**config.mk**
```make
export PLATFORM = sky130hd
export DESIGN_NAME = fedoc_top
export DESIGN_NICKNAME = d
export VERILOG_FILES = /design/src/design/fedoc_keep_mem.v /design/src/design/fedoc_top.v
export VERILOG_INCLUDE_DIRS = /design/src /design/src/design
export SDC_FILE = /design/constraint.sdc
export NUM_CORES = 1
export LEC_CHECK = 0
export ABC_AREA = 1
export BUFFER_PORTS_ARGS = -buffer_cell sky130_fd_sc_hd__buf_2
export CORE_MARGIN = 2
export CORE_UTILIZATION = 62
export DETAILED_ROUTE_END_ITERATION = 12
export GPL_ROUTABILITY_DRIVEN = 0
export PLACE_DENSITY_LB_ADDON = 0.08
export SLEW_MARGIN = 40
export SYNTH_ARGS = -nofsm -noshare
export SYNTH_HDL_FRONTEND = slang
export SYNTH_HIERARCHICAL = 1
export SYNTH_SLANG_ARGS = --single-unit
```
**constraint.sdc**
```tcl
create_clock -name CLK -period 8.3 [get_ports CLK]
set_input_delay 1.66 -clock CLK [delete_from_list [all_inputs] [get_ports CLK]]
set_output_delay 1.66 -clock CLK [all_outputs]
set_load 0.03 [all_outputs]
```
**src/design/fedoc_defines.vh**
```
// fedoc_defines.vh: register offsets, field positions, reset values and timing figures
// of the flash ecc / debug option control block.
// assumes: included by its bare name from every design file of the block.
`ifndef FEDOC_DEFINES_VH
`define FEDOC_DEFINES_VH

// apb address width and byte offsets of the registers
`define FEDOC_ADDR_W         12
`define FEDOC_OFS_CAP_LO     12'h000
`define FEDOC_OFS_CAP_HI     12'h004
`define FEDOC_OFS_KEEP_BASE  12'h010
`define FEDOC_OFS_KEEP_END   12'h024
`define FEDOC_OFS_KEEP_CTRL  12'h028
`define FEDOC_OFS_SEQ_CTRL   12'h030
`define FEDOC_OFS_ECC_WDATA  12'h034
`define FEDOC_OFS_OP_CMD     12'h038
`define FEDOC_OFS_OP_ADDR    12'h03C
`define FEDOC_OFS_OP_STAT    12'h040
`define FEDOC_OFS_OPT_STAT   12'h044
// option byte: printed offset kept as index, byte address is four times it
`define FEDOC_IDX_OPT_BYTE   12'h0C3
`define FEDOC_OFS_OPT_RAW    (`FEDOC_IDX_OPT_BYTE << 2)

// capture high register layout
`define FEDOC_HI_SYN_LSB     0
`define FEDOC_HI_ADR_LSB     8
// capture / keep word: address bits [19:2] above a 6-bit syndrome
`define FEDOC_SYN_W          6
`define FEDOC_LOC_W          18
`define FEDOC_KEEP_W         24
`define FEDOC_KEEP_N         3

// sequencer control and ecc write data
`define FEDOC_SEQ_STOP_BIT   0
`define FEDOC_CF_ECC_W       6
`define FEDOC_DF_ECC_W       4

// operation command fields
`define FEDOC_CMD_START_BIT  0
`define FEDOC_CMD_ERASE_BIT  1
`define FEDOC_CMD_DATA_BIT   2
// operation status fields
`define FEDOC_ST_BUSY_BIT    0
`define FEDOC_ST_DONE_BIT    1
`define FEDOC_ST_TOUT_BIT    2

// option byte fields
`define FEDOC_OPT_DBG_BIT    7
`define FEDOC_OPT_PROG_BIT   5
`define FEDOC_OPT_HOT_BIT    1
`define FEDOC_OPT_KEEP_BIT   0
`define FEDOC_OPT_FIX_MASK   8'h5C
`define FEDOC_OPT_FIX_VAL    8'h04
`define FEDOC_OPT_RESET      8'h00

// operation units: low address bits cleared per unit
`define FEDOC_CF_PROG_LSB    2
`define FEDOC_DF_PROG_LSB    0
`define FEDOC_ERASE_LSB      10

// clock rate and longest operation times
`define FEDOC_CLK_MHZ        10
`define FEDOC_CF_PROG_MAX_US 500
`define FEDOC_CF_ERASE_MAX_MS 220
`define FEDOC_DF_PROG_MAX_US 380
`define FEDOC_DF_ERASE_MAX_MS 235
`define FEDOC_TMR_W          22

`endif

```
**src/design/fedoc_keep_mem.v**
```verilog
// fedoc_keep_mem.v: storage of the permanent ecc error capture words.
// assumes: one clock, synchronous active-low reset on the read register only;
// a word is only meaningful once the owner has marked it valid.
`timescale 1ns/1ns
`include "fedoc_defines.vh"

module fedoc_keep_mem #(
	parameter W  = `FEDOC_KEEP_W,
	parameter D  = `FEDOC_KEEP_N,
	parameter AW = 2
) (
	input  wire          clk,
	input  wire          rstn,
	input  wire          we,
	input  wire [AW-1:0] waddr,
	input  wire [W-1:0]  wdata,
	input  wire [AW-1:0] raddr,
	output reg  [W-1:0]  rdata
);

	reg [W-1:0] mem [0:D-1];

	// write port, no reset: contents are masked by the valid bits outside
	always @(posedge clk) begin
		if (we)
			mem[waddr] <= wdata;
	end

	// registered read; an address past the depth reads zero
	always @(posedge clk) begin
		if (!rstn)
			rdata <= {W{1'b0}};
		else if (raddr < D)
			rdata <= mem[raddr];
		else
			rdata <= {W{1'b0}};
	end

endmodule

```
**src/design/fedoc_top.v**
```verilog
// fedoc_top.v: flash ecc capture, ecc sequencer stop / write data path, flash
// operation timer and debug option byte decode, with an apb register slave.
// assumes: flash macro and option loader run on CLK; option byte arrives with a
// one-cycle load strobe; software keeps out of halt/stop while FLASH_BUSY is high.
`timescale 1ns/1ns
`include "fedoc_defines.vh"

// Summary of operation
// RQ1: temporary buffer splits address, holds 6-bit syndrome
// RQ2: three permanent buffers, same split, own syndrome
// RQ3: option byte fields: debug, prog, hotplug, keep
// RQ4: prog enable low blocks programming and debugging
// RQ5: 1100 debug on, no hotplug, erase on fail
// RQ6: 1101 debug on, no hotplug, keep flash
// RQ7: 1111 debug and hotplug on, keep flash
// RQ8: stop bit zero runs ecc sequencer, one halts
// RQ9: stop zero supplies generated ecc, one software ecc
// RQ10: code flash uses 6 bits, data flash 4
// RQ11: no halt/stop during data flash rewrite
// RQ12: no halt/stop during code self-programming
// RQ13: code flash 4-byte program, 1 KB erase, limits
// RQ14: data flash 1-byte program, 1 KB erase, limits
// RQ15: programmer writes only listed option combinations
// RQ16: every bit error updates the temporary buffer
module fedoc_top #(
	parameter [`FEDOC_TMR_W-1:0] CF_PROG_CYC  = `FEDOC_CF_PROG_MAX_US * `FEDOC_CLK_MHZ,
	parameter [`FEDOC_TMR_W-1:0] CF_ERASE_CYC = `FEDOC_CF_ERASE_MAX_MS * 1000 * `FEDOC_CLK_MHZ,
	parameter [`FEDOC_TMR_W-1:0] DF_PROG_CYC  = `FEDOC_DF_PROG_MAX_US * `FEDOC_CLK_MHZ,
	parameter [`FEDOC_TMR_W-1:0] DF_ERASE_CYC = `FEDOC_DF_ERASE_MAX_MS * 1000 * `FEDOC_CLK_MHZ
) (
	input  wire                     CLK,
	input  wire                     RSTN,
	input  wire                     PSEL,
	input  wire                     PENABLE,
	input  wire                     PWRITE,
	input  wire [`FEDOC_ADDR_W-1:0] PADDR,
	input  wire [31:0]              PWDATA,
	output reg  [31:0]              PRDATA,
	output wire                     PREADY,
	output wire                     PSLVERR,
	input  wire                     ECC_ERR,
	input  wire [19:0]              ECC_ERR_ADDR,
	input  wire [5:0]               ECC_ERR_SYN,
	input  wire [5:0]               ECC_GEN,
	output reg  [5:0]               FLASH_ECC_WDATA,
	output wire                     ECC_SEQ_RUN,
	output reg                      FLASH_START,
	output reg                      FLASH_ABORT,
	output reg                      FLASH_ERASE,
	output reg                      FLASH_DATA_AREA,
	output reg  [19:0]              FLASH_ADDR,
	input  wire                     FLASH_DONE,
	output wire                     FLASH_BUSY,
	input  wire                     OPT_LOAD,
	input  wire [7:0]               OPT_BYTE,
	output wire                     SERIAL_PROG_EN,
	output wire                     DEBUG_EN,
	output wire                     HOT_PLUG_EN,
	output wire                     ERASE_ON_AUTH_FAIL,
	output wire                     OPT_ILLEGAL
);

	localparam [2:0] ST_IDLE  = 3'b001;
	localparam [2:0] ST_RUN   = 3'b010;
	localparam [2:0] ST_ABORT = 3'b100;

	// keep-buffer decode: {hit, high half, slot[1:0]}
	function [3:0] keep_decode;
		input [`FEDOC_ADDR_W-1:0] a;
		reg   [`FEDOC_ADDR_W-1:0] rel;
		begin
			rel = a - `FEDOC_OFS_KEEP_BASE;
			keep_decode = {(a >= `FEDOC_OFS_KEEP_BASE) && (a <= `FEDOC_OFS_KEEP_END) && (a[1:0] == 2'b00),
				rel[2], rel[4:3]};
		end
	endfunction

	// register state
	reg  [`FEDOC_LOC_W-1:0]  cap_loc;
	reg  [`FEDOC_SYN_W-1:0]  cap_syn;
	reg  [`FEDOC_KEEP_N-1:0] keep_valid;
	reg                      seq_stop;
	reg  [5:0]               ecc_wdata;
	reg  [19:0]              op_addr;
	reg                      op_done;
	reg                      op_tout;
	reg  [7:0]               opt_byte;
	reg  [2:0]               state;
	reg  [`FEDOC_TMR_W-1:0]  timer;
	reg  [`FEDOC_TMR_W-1:0]  limit;
	reg                      rd_done;
	reg  [31:0]              next_rdata;
	reg                      mapped;
	reg  [1:0]               free_slot;
	reg                      free_any;
	wire [`FEDOC_KEEP_W-1:0] keep_rdata;
	wire [3:0]               kdec;
	wire                     wr;
	wire                     rd_first;
	wire [`FEDOC_SYN_W-1:0]  keep_syn;
	wire [`FEDOC_LOC_W-1:0]  keep_loc;
	wire                     idle;
	wire                     prog_en;
	wire                     dbg_bit;
	wire                     hot_bit;
	wire                     keep_bit;
	wire                     combo_ok;
	wire                     op_go;
	wire                     next_area;

	assign kdec     = keep_decode(PADDR);
	assign wr       = PSEL & PENABLE & PWRITE;
	assign rd_first = PSEL & PENABLE & ~PWRITE & ~rd_done;
	assign keep_syn = keep_rdata[`FEDOC_SYN_W-1:0];
	assign keep_loc = keep_rdata[`FEDOC_KEEP_W-1:`FEDOC_SYN_W];
	assign idle     = state[0];
	// a start accepted this cycle; its area already steers the ecc width below
	assign op_go     = wr & idle & (PADDR == `FEDOC_OFS_OP_CMD) & PWDATA[`FEDOC_CMD_START_BIT];
	assign next_area = op_go ? PWDATA[`FEDOC_CMD_DATA_BIT] : FLASH_DATA_AREA;

	// writes finish in the first access cycle, reads in the second because the
	// keep words come out of a registered memory
	assign PREADY  = PSEL & PENABLE & (PWRITE | rd_done);
	assign PSLVERR = PSEL & PENABLE & ~mapped;

	// address map check
	always @* begin
		case (PADDR)
			`FEDOC_OFS_CAP_LO, `FEDOC_OFS_CAP_HI, `FEDOC_OFS_KEEP_CTRL, `FEDOC_OFS_SEQ_CTRL,
			`FEDOC_OFS_ECC_WDATA, `FEDOC_OFS_OP_CMD, `FEDOC_OFS_OP_ADDR, `FEDOC_OFS_OP_STAT,
			`FEDOC_OFS_OPT_STAT, `FEDOC_OFS_OPT_RAW: begin
				mapped = 1'b1;
			end
			default: begin
				mapped = kdec[3];
			end
		endcase
	end

	// read mux; a keep slot not yet filled reads as zero
	always @* begin
		next_rdata = 32'h0000_0000;
		if (kdec[3]) begin
			if (keep_valid[kdec[1:0]] && kdec[2])
				next_rdata = {20'h00000, keep_loc[17:14], 2'b00, keep_syn}; // [RQ2]
			else if (keep_valid[kdec[1:0]])
				next_rdata = {16'h0000, keep_loc[13:0], 2'b00}; // [RQ2]
		end else begin
			case (PADDR)
				`FEDOC_OFS_CAP_LO:    next_rdata = {16'h0000, cap_loc[13:0], 2'b00}; // [RQ1]
				`FEDOC_OFS_CAP_HI:    next_rdata = {20'h00000, cap_loc[17:14], 2'b00, cap_syn}; // [RQ1]
				`FEDOC_OFS_KEEP_CTRL: next_rdata = {29'h0000_0000, keep_valid};
				`FEDOC_OFS_SEQ_CTRL:  next_rdata = {31'h0000_0000, seq_stop};
				`FEDOC_OFS_ECC_WDATA: next_rdata = {26'h000_0000, ecc_wdata};
				`FEDOC_OFS_OP_CMD:    next_rdata = {29'h0000_0000, FLASH_DATA_AREA, FLASH_ERASE, 1'b0};
				`FEDOC_OFS_OP_ADDR:   next_rdata = {12'h000, op_addr};
				`FEDOC_OFS_OP_STAT:   next_rdata = {29'h0000_0000, op_tout, op_done, ~idle};
				`FEDOC_OFS_OPT_STAT:  next_rdata = {27'h000_0000, OPT_ILLEGAL, ERASE_ON_AUTH_FAIL,
					HOT_PLUG_EN, DEBUG_EN, SERIAL_PROG_EN};
				`FEDOC_OFS_OPT_RAW:   next_rdata = {24'h00_0000, opt_byte}; // [RQ3]
				default:              next_rdata = 32'h0000_0000;
			endcase
		end
	end

	// read data register and second-cycle flag
	always @(posedge CLK) begin
		if (!RSTN) begin
			PRDATA  <= 32'h0000_0000;
			rd_done <= 1'b0;
		end else begin
			if (rd_first)
				PRDATA <= next_rdata;
			if (PREADY)
				rd_done <= 1'b0;
			else if (rd_first)
				rd_done <= 1'b1;
		end
	end

	// lowest free permanent slot; once all three hold errors, later ones only
	// reach the temporary buffer until software frees a slot
	always @* begin
		free_any  = 1'b1;
		free_slot = 2'd0;
		if (!keep_valid[0])
			free_slot = 2'd0;
		else if (!keep_valid[1])
			free_slot = 2'd1;
		else if (!keep_valid[2])
			free_slot = 2'd2;
		else
			free_any = 1'b0;
	end

	fedoc_keep_mem #(
		.W  (`FEDOC_KEEP_W),
		.D  (`FEDOC_KEEP_N),
		.AW (2)
	) u_keep (
		.clk   (CLK),
		.rstn  (RSTN),
		.we    (ECC_ERR & free_any), // [RQ2]
		.waddr (free_slot),
		.wdata ({ECC_ERR_ADDR[19:2], ECC_ERR_SYN}),
		.raddr (kdec[1:0]),
		.rdata (keep_rdata)
	);

	// error capture; a new error in the cycle software frees a slot keeps its bit
	always @(posedge CLK) begin
		if (!RSTN) begin
			cap_loc    <= {`FEDOC_LOC_W{1'b0}};
			cap_syn    <= {`FEDOC_SYN_W{1'b0}};
			keep_valid <= {`FEDOC_KEEP_N{1'b0}};
		end else begin
			if (ECC_ERR) begin
				cap_loc <= ECC_ERR_ADDR[19:2]; // [RQ16] [RQ1]
				cap_syn <= ECC_ERR_SYN; // [RQ1]
			end
			if (wr && PADDR == `FEDOC_OFS_KEEP_CTRL)
				keep_valid <= keep_valid & ~PWDATA[`FEDOC_KEEP_N-1:0];
			if (ECC_ERR && free_any)
				keep_valid[free_slot] <= 1'b1; // [RQ2]
		end
	end

	// sequencer stop bit and ecc write data register
	always @(posedge CLK) begin
		if (!RSTN) begin
			seq_stop  <= 1'b0;
			ecc_wdata <= 6'h00;
		end else begin
			if (wr && PADDR == `FEDOC_OFS_SEQ_CTRL)
				seq_stop <= PWDATA[`FEDOC_SEQ_STOP_BIT]; // [RQ8]
			if (!seq_stop)
				ecc_wdata <= ECC_GEN; // [RQ9]
			else if (wr && PADDR == `FEDOC_OFS_ECC_WDATA)
				ecc_wdata <= PWDATA[5:0]; // [RQ9]
		end
	end

	assign ECC_SEQ_RUN = ~seq_stop; // [RQ8]

	// ecc bits to the flash, width by the area being started or run: no stale width at start
	always @(posedge CLK) begin
		if (!RSTN)
			FLASH_ECC_WDATA <= 6'h00;
		else if (next_area)
			FLASH_ECC_WDATA <= {2'b00, ecc_wdata[`FEDOC_DF_ECC_W-1:0]}; // [RQ10]
		else
			FLASH_ECC_WDATA <= ecc_wdata[`FEDOC_CF_ECC_W-1:0]; // [RQ10]
	end

	// longest time for the requested operation
	always @* begin
		case ({PWDATA[`FEDOC_CMD_DATA_BIT], PWDATA[`FEDOC_CMD_ERASE_BIT]})
			2'b00: begin
				limit = CF_PROG_CYC; // [RQ13]
			end
			2'b01: begin
				limit = CF_ERASE_CYC; // [RQ13]
			end
			2'b10: begin
				limit = DF_PROG_CYC; // [RQ14]
			end
			default: begin
				limit = DF_ERASE_CYC; // [RQ14]
			end
		endcase
	end

	// operation sequencer: a start while busy is ignored; an operation that
	// overruns its longest time is aborted rather than left hanging
	always @(posedge CLK) begin
		if (!RSTN) begin
			state           <= ST_IDLE;
			timer           <= {`FEDOC_TMR_W{1'b0}};
			op_addr         <= 20'h00000;
			op_done         <= 1'b0;
			op_tout         <= 1'b0;
			FLASH_START     <= 1'b0;
			FLASH_ABORT     <= 1'b0;
			FLASH_ERASE     <= 1'b0;
			FLASH_DATA_AREA <= 1'b0;
			FLASH_ADDR      <= 20'h00000;
		end else begin
			FLASH_START <= 1'b0;
			FLASH_ABORT <= 1'b0;
			if (wr && PADDR == `FEDOC_OFS_OP_ADDR && idle)
				op_addr <= PWDATA[19:0];
			if (wr && PADDR == `FEDOC_OFS_OP_STAT) begin
				if (PWDATA[`FEDOC_ST_DONE_BIT])
					op_done <= 1'b0;
				if (PWDATA[`FEDOC_ST_TOUT_BIT])
					op_tout <= 1'b0;
			end
			case (state)
				ST_IDLE: begin
					if (op_go) begin
						state           <= ST_RUN;
						timer           <= limit;
						FLASH_START     <= 1'b1;
						FLASH_ERASE     <= PWDATA[`FEDOC_CMD_ERASE_BIT];
						FLASH_DATA_AREA <= PWDATA[`FEDOC_CMD_DATA_BIT];
						if (PWDATA[`FEDOC_CMD_ERASE_BIT])
							FLASH_ADDR <= {op_addr[19:`FEDOC_ERASE_LSB], 10'h000}; // [RQ13] [RQ14]
						else if (PWDATA[`FEDOC_CMD_DATA_BIT])
							FLASH_ADDR <= op_addr; // [RQ14]
						else
							FLASH_ADDR <= {op_addr[19:`FEDOC_CF_PROG_LSB], 2'b00}; // [RQ13]
					end
				end
				ST_RUN: begin
					if (FLASH_DONE) begin
						state   <= ST_IDLE;
						op_done <= 1'b1;
					end else if (timer == {`FEDOC_TMR_W{1'b0}}) begin
						state       <= ST_ABORT;
						FLASH_ABORT <= 1'b1; // [RQ13] [RQ14]
						op_tout     <= 1'b1;
					end else begin
						timer <= timer - {{(`FEDOC_TMR_W-1){1'b0}}, 1'b1};
					end
				end
				ST_ABORT: begin
					state <= ST_IDLE;
				end
				default: begin
					state <= ST_IDLE;
				end
			endcase
		end
	end

	// software must not enter halt/stop while this is high
	assign FLASH_BUSY = ~idle; // [RQ11] [RQ12]

	// option byte capture; until first load everything stays blocked
	always @(posedge CLK) begin
		if (!RSTN)
			opt_byte <= `FEDOC_OPT_RESET;
		else if (OPT_LOAD)
			opt_byte <= OPT_BYTE; // [RQ3]
	end

	assign prog_en  = opt_byte[`FEDOC_OPT_PROG_BIT]; // [RQ3]
	assign dbg_bit  = opt_byte[`FEDOC_OPT_DBG_BIT];
	assign hot_bit  = opt_byte[`FEDOC_OPT_HOT_BIT];
	assign keep_bit = opt_byte[`FEDOC_OPT_KEEP_BIT];
	// listed combinations only; anything else keeps debug shut as the safe side
	assign combo_ok = ({dbg_bit, hot_bit, keep_bit} == 3'b000) | ({dbg_bit, hot_bit, keep_bit} == 3'b100) |
		({dbg_bit, hot_bit, keep_bit} == 3'b101) | ({dbg_bit, hot_bit, keep_bit} == 3'b111); // [RQ15]

	// decoded gates toward the programmer / debugger
	assign SERIAL_PROG_EN     = prog_en; // [RQ4]
	assign DEBUG_EN           = prog_en & dbg_bit & combo_ok; // [RQ4] [RQ5] [RQ6] [RQ7]
	assign HOT_PLUG_EN        = prog_en & dbg_bit & hot_bit & keep_bit; // [RQ7] [RQ5] [RQ6]
	assign ERASE_ON_AUTH_FAIL = prog_en & dbg_bit & ~hot_bit & ~keep_bit; // [RQ5] [RQ6] [RQ7]
	assign OPT_ILLEGAL        = (prog_en & ~combo_ok) |
		((opt_byte & `FEDOC_OPT_FIX_MASK) != `FEDOC_OPT_FIX_VAL); // [RQ3]

endmodule

```
# Yosys cells after proc, flatten, opt, wreduce, memory -nomap -nowiden
# Memories as Yosys holds them, arrays and structs flattened. A register that Yosys moved wholly into a read port is not among the register bits.
# Index checks and enable logic that the tools add are counted.
word_totals:
  reg_bits: 152
  mem_bits_rw: 72
  in_bits: 92
  out_inout_bits: 71
  wordCells: 158
  mem_count: 1
mem_list:
  columns: ["name", "depth", "width", "read_ports", "rd_ports_with_merged_regs", "wr", "line_no", "source"]
  rows:
  - ["u_keep.mem", 3, 24, 1, 1, 1, "fedoc_keep_mem.v:21", "reg [W-1:0] mem [0:D-1];"]
classes:
  n_addsub: 2
  n_lt_le_gt_ge: 6
  eq_ne: 22
  mux: 45
  bitwise: 35
  reduce_logical: 27
ops:
  columns: ["operator", "n"]
  rows:
  - ["one-hot mux 20 bit (10 select lines)", 1]
  - ["2-to-1 mux 22 bit", 3]
  - ["one-hot mux 22 bit (3 select lines)", 1]
  - ["== test 12 x 6 -> 1 bit, second input constant", 5]
  - ["one-hot mux 22 bit (2 select lines)", 1]
  - ["2-to-1 mux 16 bit", 2]
  - ["2-to-1 mux 32 bit", 1]
  - ["== test 12 x 7 -> 1 bit, second input constant", 2]
  - ["zero test 22 bit", 1]
  - ["subtractor 22 x 1 -> 22 bit, second input constant", 1]
  - ["2-to-1 mux 1 bit", 20]
  - ["2-to-1 mux 3 bit", 6]
  - ["AND 1 bit", 17]
  - ["== test 12 x 10 -> 1 bit, second input constant", 1]
  - ["== test 12 x 3 -> 1 bit, second input constant", 1]
  - [">= comparator 12 x 5 -> 1 bit, second input constant", 1]
  - ["less-or-equal comparator 12 x 6 -> 1 bit, second input constant", 1]
  - ["zero test 12 bit", 1]
  - ["2-to-1 mux 6 bit", 2]
  - ["logical AND 1 bit", 11]
  - ["2-to-1 mux 10 bit", 1]
  - ["NOT 1 bit", 10]
  - ["OR reduction 10 bit", 1]
  - ["== test 3 bit, second input constant", 3]
  - ["other kinds (28)", 43]

# Longest topological paths before layout
# Gate-level depths: netlist of the first run.
logic_depth:
  depth_word: 9
  mapped_depth: 12
  ltp_nobuf: 12

# Cells and area by module
# The synthesis of the first run kept the hierarchy.
by_module_without_submodules:
  columns: ["mod", "instances", "cells_per_inst", "area_each_um2"]
  rows:
  - ["fedoc_top", 1, 1128, 7303.3]
  - ["fedoc_keep_mem", 1, 333, 3597.2]

# Worst setup path after synthesis of the first run
# No wires, ideal clock.
synth_timing:
  path_type: "input -> output"
  from: "in PADDR[8]"
  to: "out PSLVERR"
  arrival_time_ps: 3179
  required_time_ps: 6640
  setup_slack_ps: 3461
  stages: 8
  path_buffers: 0
  path_cell_list: "nor2_2 > nand2_4 > nor2_2 > nor2_4 > inv_2 > a21oi_4 > nor2_1 > nor3b_1"
synth_via:
  elab_chain_len: 6
  word_cells_on_any_way: 18
  classes_between: "order compare: 2; eq/ne: 9; mux: 1; bitwise: 2; reduce/logical: 4"
synth_lines:
  columns: ["item", "line_no", "source"]
  rows:
  - ["start: declaration", "fedoc_top.v:36", "input wire [`FEDOC_ADDR_W-1:0] PADDR,"]
  - [">= comparator 12 x 5 -> 1 bit (no line) / less-or-equal comparator 12 x 6 -> 1 bit (equally long branches)", null, null]
  - ["logical AND 1 bit (2 in series)", "fedoc_top.v:73", "keep_decode = {(a >= `FEDOC_OFS_KEEP_BASE) && (a <= `FEDOC_OFS_KEEP_END) && (a[1:0] == 2'b00),"]
  - ["2-to-1 mux 1 bit *", "fedoc_top.v:128", "case (PADDR)"]
  - ["NOT 1 bit *", "fedoc_top.v:124", "assign PSLVERR = PSEL & PENABLE & ~mapped;"]
  - ["AND 1 bit *", "fedoc_top.v:124", null]
  - ["end: declaration", "fedoc_top.v:40", "output wire PSLVERR,"]
# Mark *: on every way between the ends. The rest lies on a longest branch, timed or not.

# Worst setup path after layout of the first run
layout_timing:
  from: "in PADDR[3]"
  to: "out PSLVERR"
# The elaborated chain is that of the path after synthesis.

==> results_dict.tcl, run 1 <==
set metrics [dict create \
    htreeDepth 1 \
    worstRegToRegCells 8 \
    dieHeight_um 137 \
    grt_pass1_wl_mm 44.7 \
    yosysUniqueCellTypes 43 \
    ys_seq_area_frac 0.500 \
    synth.area.top_cells "dfxtp_1, edfxtp_1, nand2_1, nor2_1, inv_1" \
    fmax_ghz 0.179 \
    finalSetupViolCount 0 \
    ir_drop_mv 0.193 \
    post_cts_resize_count 0 \
    cp.arrival_ns 3.94 \
    power_density_nw_per_um2 207 \
    postRouteAntennaNets 0 \
    critPathMostFrequentCell "inv_1" \
    slowest_stage "nor2_1" \
    max_slew_margin 0.444 \
    ys_ff_latch 236 \
    synth_top_area_cell "dfxtp_1" \
    synth_cells 1461 \
    fin_setup_tns_ns 0 \
    die_w_um 137 \
    grt_use_total 0.304 \
    first_pass_iters 6 \
    drc 0 \
    syn_area_per_cell_sq_um 7.46 \
    dp_cells 1775 \
    leakage_uw 0.00607 \
    final_cells 1822 \
    port_buffers 136 \
    start_kind "input port" \
    die-area_sq_um 18700 \
    grt_overflow 0 \
    drtIter0Drc 865 \
    fin_skew_ns 0.00771 \
    initial_core_util 0.632 \
    netlist.area_leader.share 0.301 \
    avgViaCountPerCell 5.35 \
    crit_path_end_kind "output pin" \
    post-route-period-util 0.675 \
    core_sq_um 17200 \
    hold_depth 2 \
    fin_nets 1676 \
    root_buffer "clkbuf_16" \
    critPathMaxStageDelay_ns 0.64 \
    rsz0062_at_grt "false" \
    ys.flop_type "dfxtp_1" \
    final_area_sq_um 12500 \
    slew_viol_final 0 \
    clk_latency_ns 0.53 \
    async_reset_ff_frac 0 \
    placed_area_sq_um 11600 \
    cts_buffer_depth 3 \
    worstSetupPathType "input port to output pin" \
    cts_sinks 236 \
    num_vias 9746 \
    layout-drive-gt1-share 0.150 \
    tightest_slew_ns 0.832 \
    worst-path-max-fanout 54 \
    clk_pin_slew_ns 0.06 \
    yosysWarningCount 6 \
    grt_pass1_vias 8924 \
    synth_edf_count 72 \
    crit_chain "buf_2 -> buf_4 -> inv_1 -> nand2_1 -> nor2_1 -> inv_1 -> nor2_2 -> inv_1 -> nand2_1 -> inv_1 -> nand3_1 -> nor3b_1 -> buf_2" \
    hpwl_mm 19.7 \
    hold_buffers 0 \
    area_growth_pct 14.3 \
    grt_antenna_before_repair 3 \
    status "completed" \
    cap_violations 0 \
    num_io_pins 163 \
    grt_start_max_net_pins 59 \
    finalHoldViolations 0 \
    required_ns 6.64 \
    cts_inserted_buffers 25 \
    post-cts-setup-buffers 0 \
    rows 48 \
    avgRoutedWirePerCell_um 15.6 \
    hold_path_class "flip-flop to flip-flop" \
    syn_area_sq_um 10900 \
    cts_tree "yes" \
    period_needed_ns 5.60 \
    finalWirelength_mm 28.4 \
]
-- worst paths after layout --
check,startpoint,to,slack (ns)
min reg2reg,ecc_wdata[3],FLASH_ECC_WDATA[3],0.44
max,PADDR[3],PSLVERR,2.70
min,ecc_wdata[3],FLASH_ECC_WDATA[3],0.44
max reg2reg,state[0],timer[10],6.06
-- cell type report --
type,instances,area [sq um]
inverters,166,624
repair buffers,143,736
multi-input cells,1005,4520
clock inverters,11,108
clock buffers,35,744
fillers,1412,4770
flip-flops and latches,236,5450
well taps,225,282
diodes,1,2.50
-- metrics by stage --
stage               hold slack [ns]  power [uW]  utilization  setup WS [ns]
CTS                           0.438        2580        0.723           2.72
global placement              0.423        1450        0.673           2.79
finish                        0.437        2570        0.723           2.70
global route                  0.460        2660        0.723           2.56
floorplan                     0.407        1390            -           3.46
detailed placement            0.428        1460        0.673           2.76
-- power breakdown --
group / switching, uW / internal [uW]
logic: 135 / 53.6
clock network: 451 / 687
registers: 17.6 / 1230
total: 604 / 1970
-- kinds of logic (layout without fill, tap and decap cells) --
kind of cell,count (synthesis),count (layout),share of synthesized area
flops,236,236,0.500
compound gates,174,174,0.0863
simple gates,809,809,0.312
buf+inv,231,355,0.0911
other cells,1,13,0.000344
fa+ha+maj,7,7,0.00803
xor+xnor,3,3,0.00241
-- cells in the mapped netlist (20+ instances only) --
master and number:
nand4_1 23, edfxtp_1 72, nand3_1 89, nand2_1 373, a21oi_1 52, clkbuf_1 26
buf_4 20, inv_1 156, nor2_1 279, o21ai_0 99, dfxtp_1 164
-- worst max-delay path, delay by kind of cell --
family | cells | cell delay (ns)
buf+inv | 7 | 1.06
simple gates | 6 | 1.20
-- layout by cell type, fill, tap and decap left out, types with 26 or more instances in the layout --
cell	n
edfxtp_1	72
a21oi_1	52
nand2_1	372
dfxtp_1	164
inv_1	153
buf_2	135
nor2_1	277
clkbuf_16	26
o21ai_0	99
nand3_1	89
-- layer usage --
metal	part of all wire	global-route usage	vias up
li1	-	-	4838
met2	0.43	0.474	414
met5	0.00095	0	-
met4	0.029	0.104	4
met1	0.44	0.432	4424
met3	0.091	0.0507	66
-- registers in the layout, summed over array words and instances, names as in the netlist, 3 cells and up --
| register | cells |
|---|---|
| FLASH_ECC_WDATA | 6 |
| FLASH_ADDR | 20 |
| PRDATA | 20 |
| ecc_wdata | 6 |
| state | 3 |
| u_keep/mem | 72 |
| timer | 22 |
| opt_byte | 8 |
| cap_loc | 18 |
| keep_valid | 3 |
| op_addr | 20 |
| cap_syn | 6 |
| u_keep/rdata | 24 |
No activity file was read; power rests on OpenSTA's default activity.
==> inputs of run 2 (changes only) <==
--- a/config.mk
+++ b/config.mk
@@ -6,10 +6,10 @@
 export SDC_FILE = /design/constraint.sdc
 export NUM_CORES = 1
 export LEC_CHECK = 0
-export ABC_AREA = 1
+export ABC_AREA = 0
 export BUFFER_PORTS_ARGS = -buffer_cell sky130_fd_sc_hd__buf_2
 export CORE_MARGIN = 2
-export CORE_UTILIZATION = 62
+export CORE_UTILIZATION = 51
 export DETAILED_ROUTE_END_ITERATION = 12
 export GPL_ROUTABILITY_DRIVEN = 0
 export PLACE_DENSITY_LB_ADDON = 0.08
==> constraint.sdc (replaced) <==
create_clock -name CLK -period 5.1 [get_ports CLK]
set_input_delay 1.02 -clock CLK [delete_from_list [all_inputs] [get_ports CLK]]
set_output_delay 1.02 -clock CLK [all_outputs]
set_load 0.03 [all_outputs]
==> run 2 against run 1 <==
Via count shrank 16%; critical path depth shrank 6; sequential cell count is the same; first-iteration DRC count shrank 30%; final cell count shrank 22%; setup slack lost 1.3 ns; utilization shrank 12 points; global-route usage shrank 6.0 points; hold slack gained 0.0084 ns; clock skew shrank 0.0012 ns; power grew 57%; design area shrank 5.4%; critical path type unchanged; largest cell class unchanged.
==> results_dict.tcl, run 2 <==
set metrics [dict create \
    status "completed" \
    die-area_sq_um 21100 \
    port_buffers 136 \
    htreeDepth 1 \
    layout_commonest_cell "dfxtp_1" \
    top_register "u_keep/mem" \
    hold_buffers 0 \
    syn_area_per_cell_sq_um 9.90 \
    fin_setup_tns_ns 0 \
    slew_viol_final 0 \
    crit_buf_inv 3 \
    rows 51 \
    finalHoldViolations 0 \
    finalWirelength_mm 26.6 \
    fin_skew_ns 0.00651 \
    p_sw_frac 0.231 \
    cts_inserted_buffers 25 \
    grt_antenna_before_repair 2 \
    clk_latency_ns 0.51 \
    tightest_slew_ns 0.751 \
    leakage_uw 0.00468 \
    postRouteAntennaNets 0 \
    ir_drop_mv 0.273 \
    period_needed_ns 3.70 \
    layout_common_cells "dfxtp_1, buf_2, nand2_1, a21oi_1, nor2_1" \
    cts_buffer_depth 3 \
    worstRegToRegCells 7 \
    p_switching_uw 932 \
    finalSetupViolCount 0 \
    area_growth_pct 15.7 \
    cts_sinks 236 \
    synthTopCellsByCount "dfxtp_1, nand2_1, a21oi_1, nor2_1, edfxtp_1" \
    num_io_pins 163 \
    core_sq_um 19500 \
    synth.most_common_cell "dfxtp_1" \
    slowest_stage "nor4_1" \
    die_w_um 145 \
    yosysUniqueCellTypes 68 \
    critPathLaunch "PADDR[3]" \
    post_cts_resize_count 0 \
    ys_seq_area_frac 0.535 \
    crit_chain "buf_2 -> buf_4 -> and3_1 -> o21ai_0 -> o21ai_0 -> nor4_1 -> buf_2" \
    post-cts-setup-buffers 0 \
    hp-start "FLASH_ADDR[8]" \
    start_kind "input port" \
    synth_edf_count 72 \
    clkPwrFrac 0.428 \
    yosysWarningCount 6 \
    max_slew_margin 0.498 \
    hpwl_mm 17.2 \
    p_total_uw 4040 \
    clk_pin_slew_ns 0.06 \
    crit_path_end_kind "output pin" \
    grt_use_total 0.245 \
    top_regs "u_keep/mem x72, u_keep/rdata x24, timer x22" \
    layout-drive-gt1-share 0.196 \
    synth_cells 1029 \
    hold_depth 2 \
    p_int_uw 3110 \
    critPathMaxStageDelay_ns 0.41 \
    grt_pass1_wl_mm 42.0 \
    grt_pass1_vias 7819 \
    worstSetupPathType "input port to output pin" \
    fin_nets 1237 \
    grt_start_max_net_pins 67 \
    largest_reg_flops 72 \
    required_ns 4.08 \
    hold_path_class "flip-flop to flip-flop" \
    fmax_ghz 0.270 \
    avgRoutedWirePerCell_um 18.7 \
    path_depth 7 \
    p_seq_frac 0.502 \
    worst-path-max-fanout 51 \
    cts_tree "yes" \
    root_buffer "clkbuf_16" \
    async_reset_ff_frac 0 \
    ys_ff_latch 236 \
    r2r_start "timer[0]" \
    syn_area_sq_um 10200 \
    netlist.area_leader.share 0.322 \
    power_density_nw_per_um2 343 \
    post-route-period-util 0.725 \
    cp.arrival_ns 2.68 \
    synth.area.top_cells "dfxtp_1, edfxtp_1, mux2i_1, nand2_1, a21oi_1" \
    grt_overflow 0 \
    rsz0062_at_grt "false" \
    dieHeight_um 145 \
    avgViaCountPerCell 5.74 \
    cp_top_family "buffers and inverters" \
    ys.flop_type "dfxtp_1" \
    drtIter0Drc 606 \
    initial_core_util 0.522 \
    first_pass_iters 5 \
    num_vias 8168 \
    cap_violations 0 \
    synth_top_area_cell "dfxtp_1" \
    p_comb_frac 0.070 \
    drc 0 \
]
run 2: cell count changes in the layout (fill, tap and decap cells not counted), moves of 30 or more:
cell,previous run,this run
a21oi_1,52,90
and2_1,0,30
inv_1,153,14
mux2i_1,0,67
nand2_1,372,122
nand3_1,89,23
nor2_1,277,79
o21ai_0,99,32
run 2: metal layers:
metal / vias up / GRT usage / part of all wire
met4: 2 / 0.0662 / 0.025
met2: 277 / 0.395 / 0.45
li1: 3924 / - / -
met3: 42 / 0.0478 / 0.064
met1: 3923 / 0.339 / 0.46
met5: - / 0 / 0.00041
run 2: worst reg2reg max path: cells and delay by family (launching register included):
family,cells,cell delay (ns)
AND/OR/NAND/NOR,2,1.18
AO/OA/AOI/OAI,3,1.09
flip-flops,1,0.33
adder cells (fa/ha/maj),1,0.17
buffers and inverters,1,0.08
run 2: path summary, 6_finish.rpt:
check | end | slack [ns]
hold reg to reg | FLASH_ADDR[8] | 0.45
setup reg to reg | timer[5] | 2.14
setup / recovery | PSLVERR | 1.40
hold / removal | FLASH_ADDR[8] | 0.45
run 2: final cells by class:
class                           instances  area (sq um)
Sequential cell                       236          5450
Clock inverter                          9          70.1
Timing Repair Buffer                  154           828
Antenna cell                            1          2.50
Multi-Input combinational cell        706          4340
Inverter                               15          57.6
Tap cell                              265           332
Clock buffer                           36           707
Fill cell                            1725          7740
run 2: power groups by stage:
stage                     Clock [uW]  Combinational, uW  Sequential, uW
final                           1730                285            2030
after global routing            1840                309            2030
after CTS                       1760                285            2030
after detailed placement           0                283            2070
after global placement             0                279            2070
after floorplan                    0                173            2070
run 2: cell families after synthesis:
family          synth area share
simple gates               0.184
compound gates             0.143
flops                      0.535
buf+inv                   0.0477
mux                       0.0813
fa+ha+maj                0.00860
other cells             0.000368
run 2: metrics by stage:
| step | cell area [sq um] | hold WS [ns] | utilization | cells | worst slack [ns] |
|---|---|---|---|---|---|
| 2_1_floorplan | 10200 | 0.420 | - | 1040 | 0.726 |
| 3_3_place_gp | 11000 | 0.436 | 0.562 | 1376 | 1.31 |
| 3_5_place_dp | 11000 | 0.440 | 0.563 | 1376 | 1.28 |
| 4_1_cts | 11800 | 0.449 | 0.602 | 1421 | 1.27 |
| 5_1_grt | 11800 | 0.467 | 0.603 | 1421 | 1.25 |
| 6_report | 11800 | 0.446 | 0.604 | 1422 | 1.40 |
==> inputs of run 3 (changes only) <==
--- a/config.mk
+++ b/config.mk
@@ -9,7 +9,7 @@
 export ABC_AREA = 0
 export BUFFER_PORTS_ARGS = -buffer_cell sky130_fd_sc_hd__buf_2
 export CORE_MARGIN = 2
-export CORE_UTILIZATION = 51
+export CORE_UTILIZATION = 57
 export DETAILED_ROUTE_END_ITERATION = 12
 export GPL_ROUTABILITY_DRIVEN = 0
 export PLACE_DENSITY_LB_ADDON = 0.08
==> constraint.sdc (replaced) <==
create_clock -name CLK -period 3.46 [get_ports CLK]
set_input_delay 0.692 -clock CLK [delete_from_list [all_inputs] [get_ports CLK]]
set_output_delay 0.692 -clock CLK [all_outputs]
set_load 0.03 [all_outputs]
==> run 3 against run 2 <==
Sequential cell count unchanged; sequential share of layout area decreased by 0.093 points; die area decreased by 10%; critical endpoint unchanged; sequential power increased by 47%; setup slack got worse by 1.0 ns.
==> results_dict.tcl, run 3 (same netlist as run 2, synthesis figures left out) <==
set metrics [dict create \
    htreeDepth 1 \
    tightest_slew_ns 0.768 \
    fin_skew_ns 0.00891 \
    largest_reg_flops 72 \
    rsz0062_at_grt "false" \
    avgViaCountPerCell 5.91 \
    worstSetupPathType "input port to output pin" \
    post-route-period-util 0.893 \
    crit_chain "buf_2 -> inv_1 -> and4_1 -> o21ai_0 -> o21ai_0 -> nor4_1 -> buf_2" \
    worst-path-max-fanout 14 \
    layout_common_cells "dfxtp_1, buf_2, nand2_1, a21oi_1, nor2_1" \
    ir_drop_mv 0.461 \
    initial_core_util 0.587 \
    first_pass_iters 5 \
    grt_pass1_vias 7671 \
    drtIter0Drc 750 \
    grt_antenna_before_repair 2 \
    fmax_ghz 0.324 \
    cp_top_family "buffers and inverters" \
    core_sq_um 17400 \
    start_kind "input port" \
    final_area_sq_um 11800 \
    worstRegToRegCells 7 \
    grt_use_total 0.274 \
    critPathMaxStageDelay_ns 0.39 \
    fillCellCount 1411 \
    r2r_start "timer[0]" \
    cts_inserted_buffers 24 \
    crit_path_end_kind "output pin" \
    die-area_sq_um 19000 \
    layout-drive-gt1-share 0.203 \
    path_depth 7 \
    leakage_uw 0.00475 \
    grt_overflow 0 \
    cp.arrival_ns 2.40 \
    clk_latency_ns 0.51 \
    grt_start_max_net_pins 57 \
    fin_setup_tns_ns 0 \
    wl_met1_mm 11.6 \
    ff2ff_setup_slack_ns 0.62 \
    num_io_pins 163 \
    grt_pass1_wl_mm 40.6 \
    die_w_um 138 \
    clk_pin_slew_ns 0.06 \
    finalWirelength_mm 25.8 \
    layout_commonest_cell "dfxtp_1" \
    port_buffers 136 \
    critPathLaunch "PADDR[2]" \
    num_vias 8251 \
    dr_wl_met3_mm 2.04 \
    hp-start "ECC_ERR_ADDR[19]" \
    cts_buffer_depth 3 \
    period_needed_ns 3.09 \
    hold_path_class "input port to flip-flop" \
    post_cts_resize_count 0 \
    slowest_stage "nor4_1" \
    postRouteAntennaNets 0 \
    post-cts-setup-buffers 0 \
    area_growth_pct 15.9 \
    wl_met2_mm 11.5 \
    drc 0 \
    max_slew_margin 0.484 \
    cap_violations 0 \
    fin_nets 1251 \
    status "completed" \
    power_density_nw_per_um2 503 \
    finalSetupViolCount 0 \
    required_ns 2.77 \
    dieHeight_um 138 \
    seq_area_sq_um 5450 \
    multi_input_area_sq_um 4310 \
    root_buffer "clkbuf_16" \
    top_register "u_keep/mem" \
    avgRoutedWirePerCell_um 18.5 \
    finalHoldViolations 0 \
    r2r_end "timer[9]" \
    hold_buffers 0 \
    cts_sinks 236 \
    rows 48 \
    top_regs "u_keep/mem x72, u_keep/rdata x24, timer x22" \
    hpwl_mm 17.2 \
    highest_layer "met4" \
    crit_end "PSLVERR" \
    placed_area_sq_um 11000 \
    cts_tree "yes" \
    slew_viol_final 0 \
    crit_buf_inv 3 \
]
run 3: cell types whose count changed in the layout (fill, tap and decap cells not counted), moves of 2 or more:
cell	before	now
nor3b_2	2	0
nand3_1	23	25
buf_4	17	33
nand3_2	2	0
nor4_1	10	12
clkinv_1	3	0
run 3: worst register-to-register path, stage by stage (launching register included):
cell and delay [ns]:
dfxtp_1 0.33, inv_1 0.08, ha_1 0.18, or3b_2 0.52
or4_1 0.65, o21a_1 0.40, nor2_2 0.41, o32ai_1 0.15
run 3: power breakdown:
group          total, uW  internal, uW  leakage, uW  switching (uW)
clock network       2530          1500     0.000385            1030
logic                419           150      0.00236             268
registers           2990          2940      0.00200            42.6
run 3: area by class of cell:
class                      count  share of cell area
multi-input combinational    706               0.365
sequential                   236               0.461
clock buffer                  36              0.0607
antenna                        2            0.000424
clock inverter                 7             0.00530
tap                          225              0.0238
timing repair buffer         169              0.0786
inverter                      15             0.00487
run 3: worst min path at each step:
| stage | end | slack [ns] | cells past startpoint |
|---|---|---|---|
| floorplan | PRDATA[12] | 0.42 | 2 |
| global placement | FLASH_ADDR[8] | 0.44 | 2 |
| detailed placement | PRDATA[14] | 0.43 | 2 |
| CTS | u_keep/mem[0][23] | 0.39 | 1 |
| global route | u_keep/mem[0][3] | 0.39 | 1 |
| finish | u_keep/mem[1][23] | 0.40 | 1 |
run 3: through the flow:
step,total power (uW),util,instances,hold WS [ns],worst slack [ns]
2_1_floorplan,3310,-,1040,0.420,0.272
3_3_place_gp,3450,0.635,1351,0.436,0.467
3_5_place_dp,3460,0.635,1351,0.435,0.434
4_1_cts,5980,0.680,1394,0.386,0.424
5_1_grt,6120,0.680,1394,0.395,0.246
6_report,5940,0.680,1396,0.398,0.369
run 3: metal layers:
layer  up-vias  GRT usage
met5         -          0
met4         0     0.0830
met3        46     0.0460
met2       342      0.431
met1      3902      0.387
li1       3961          -
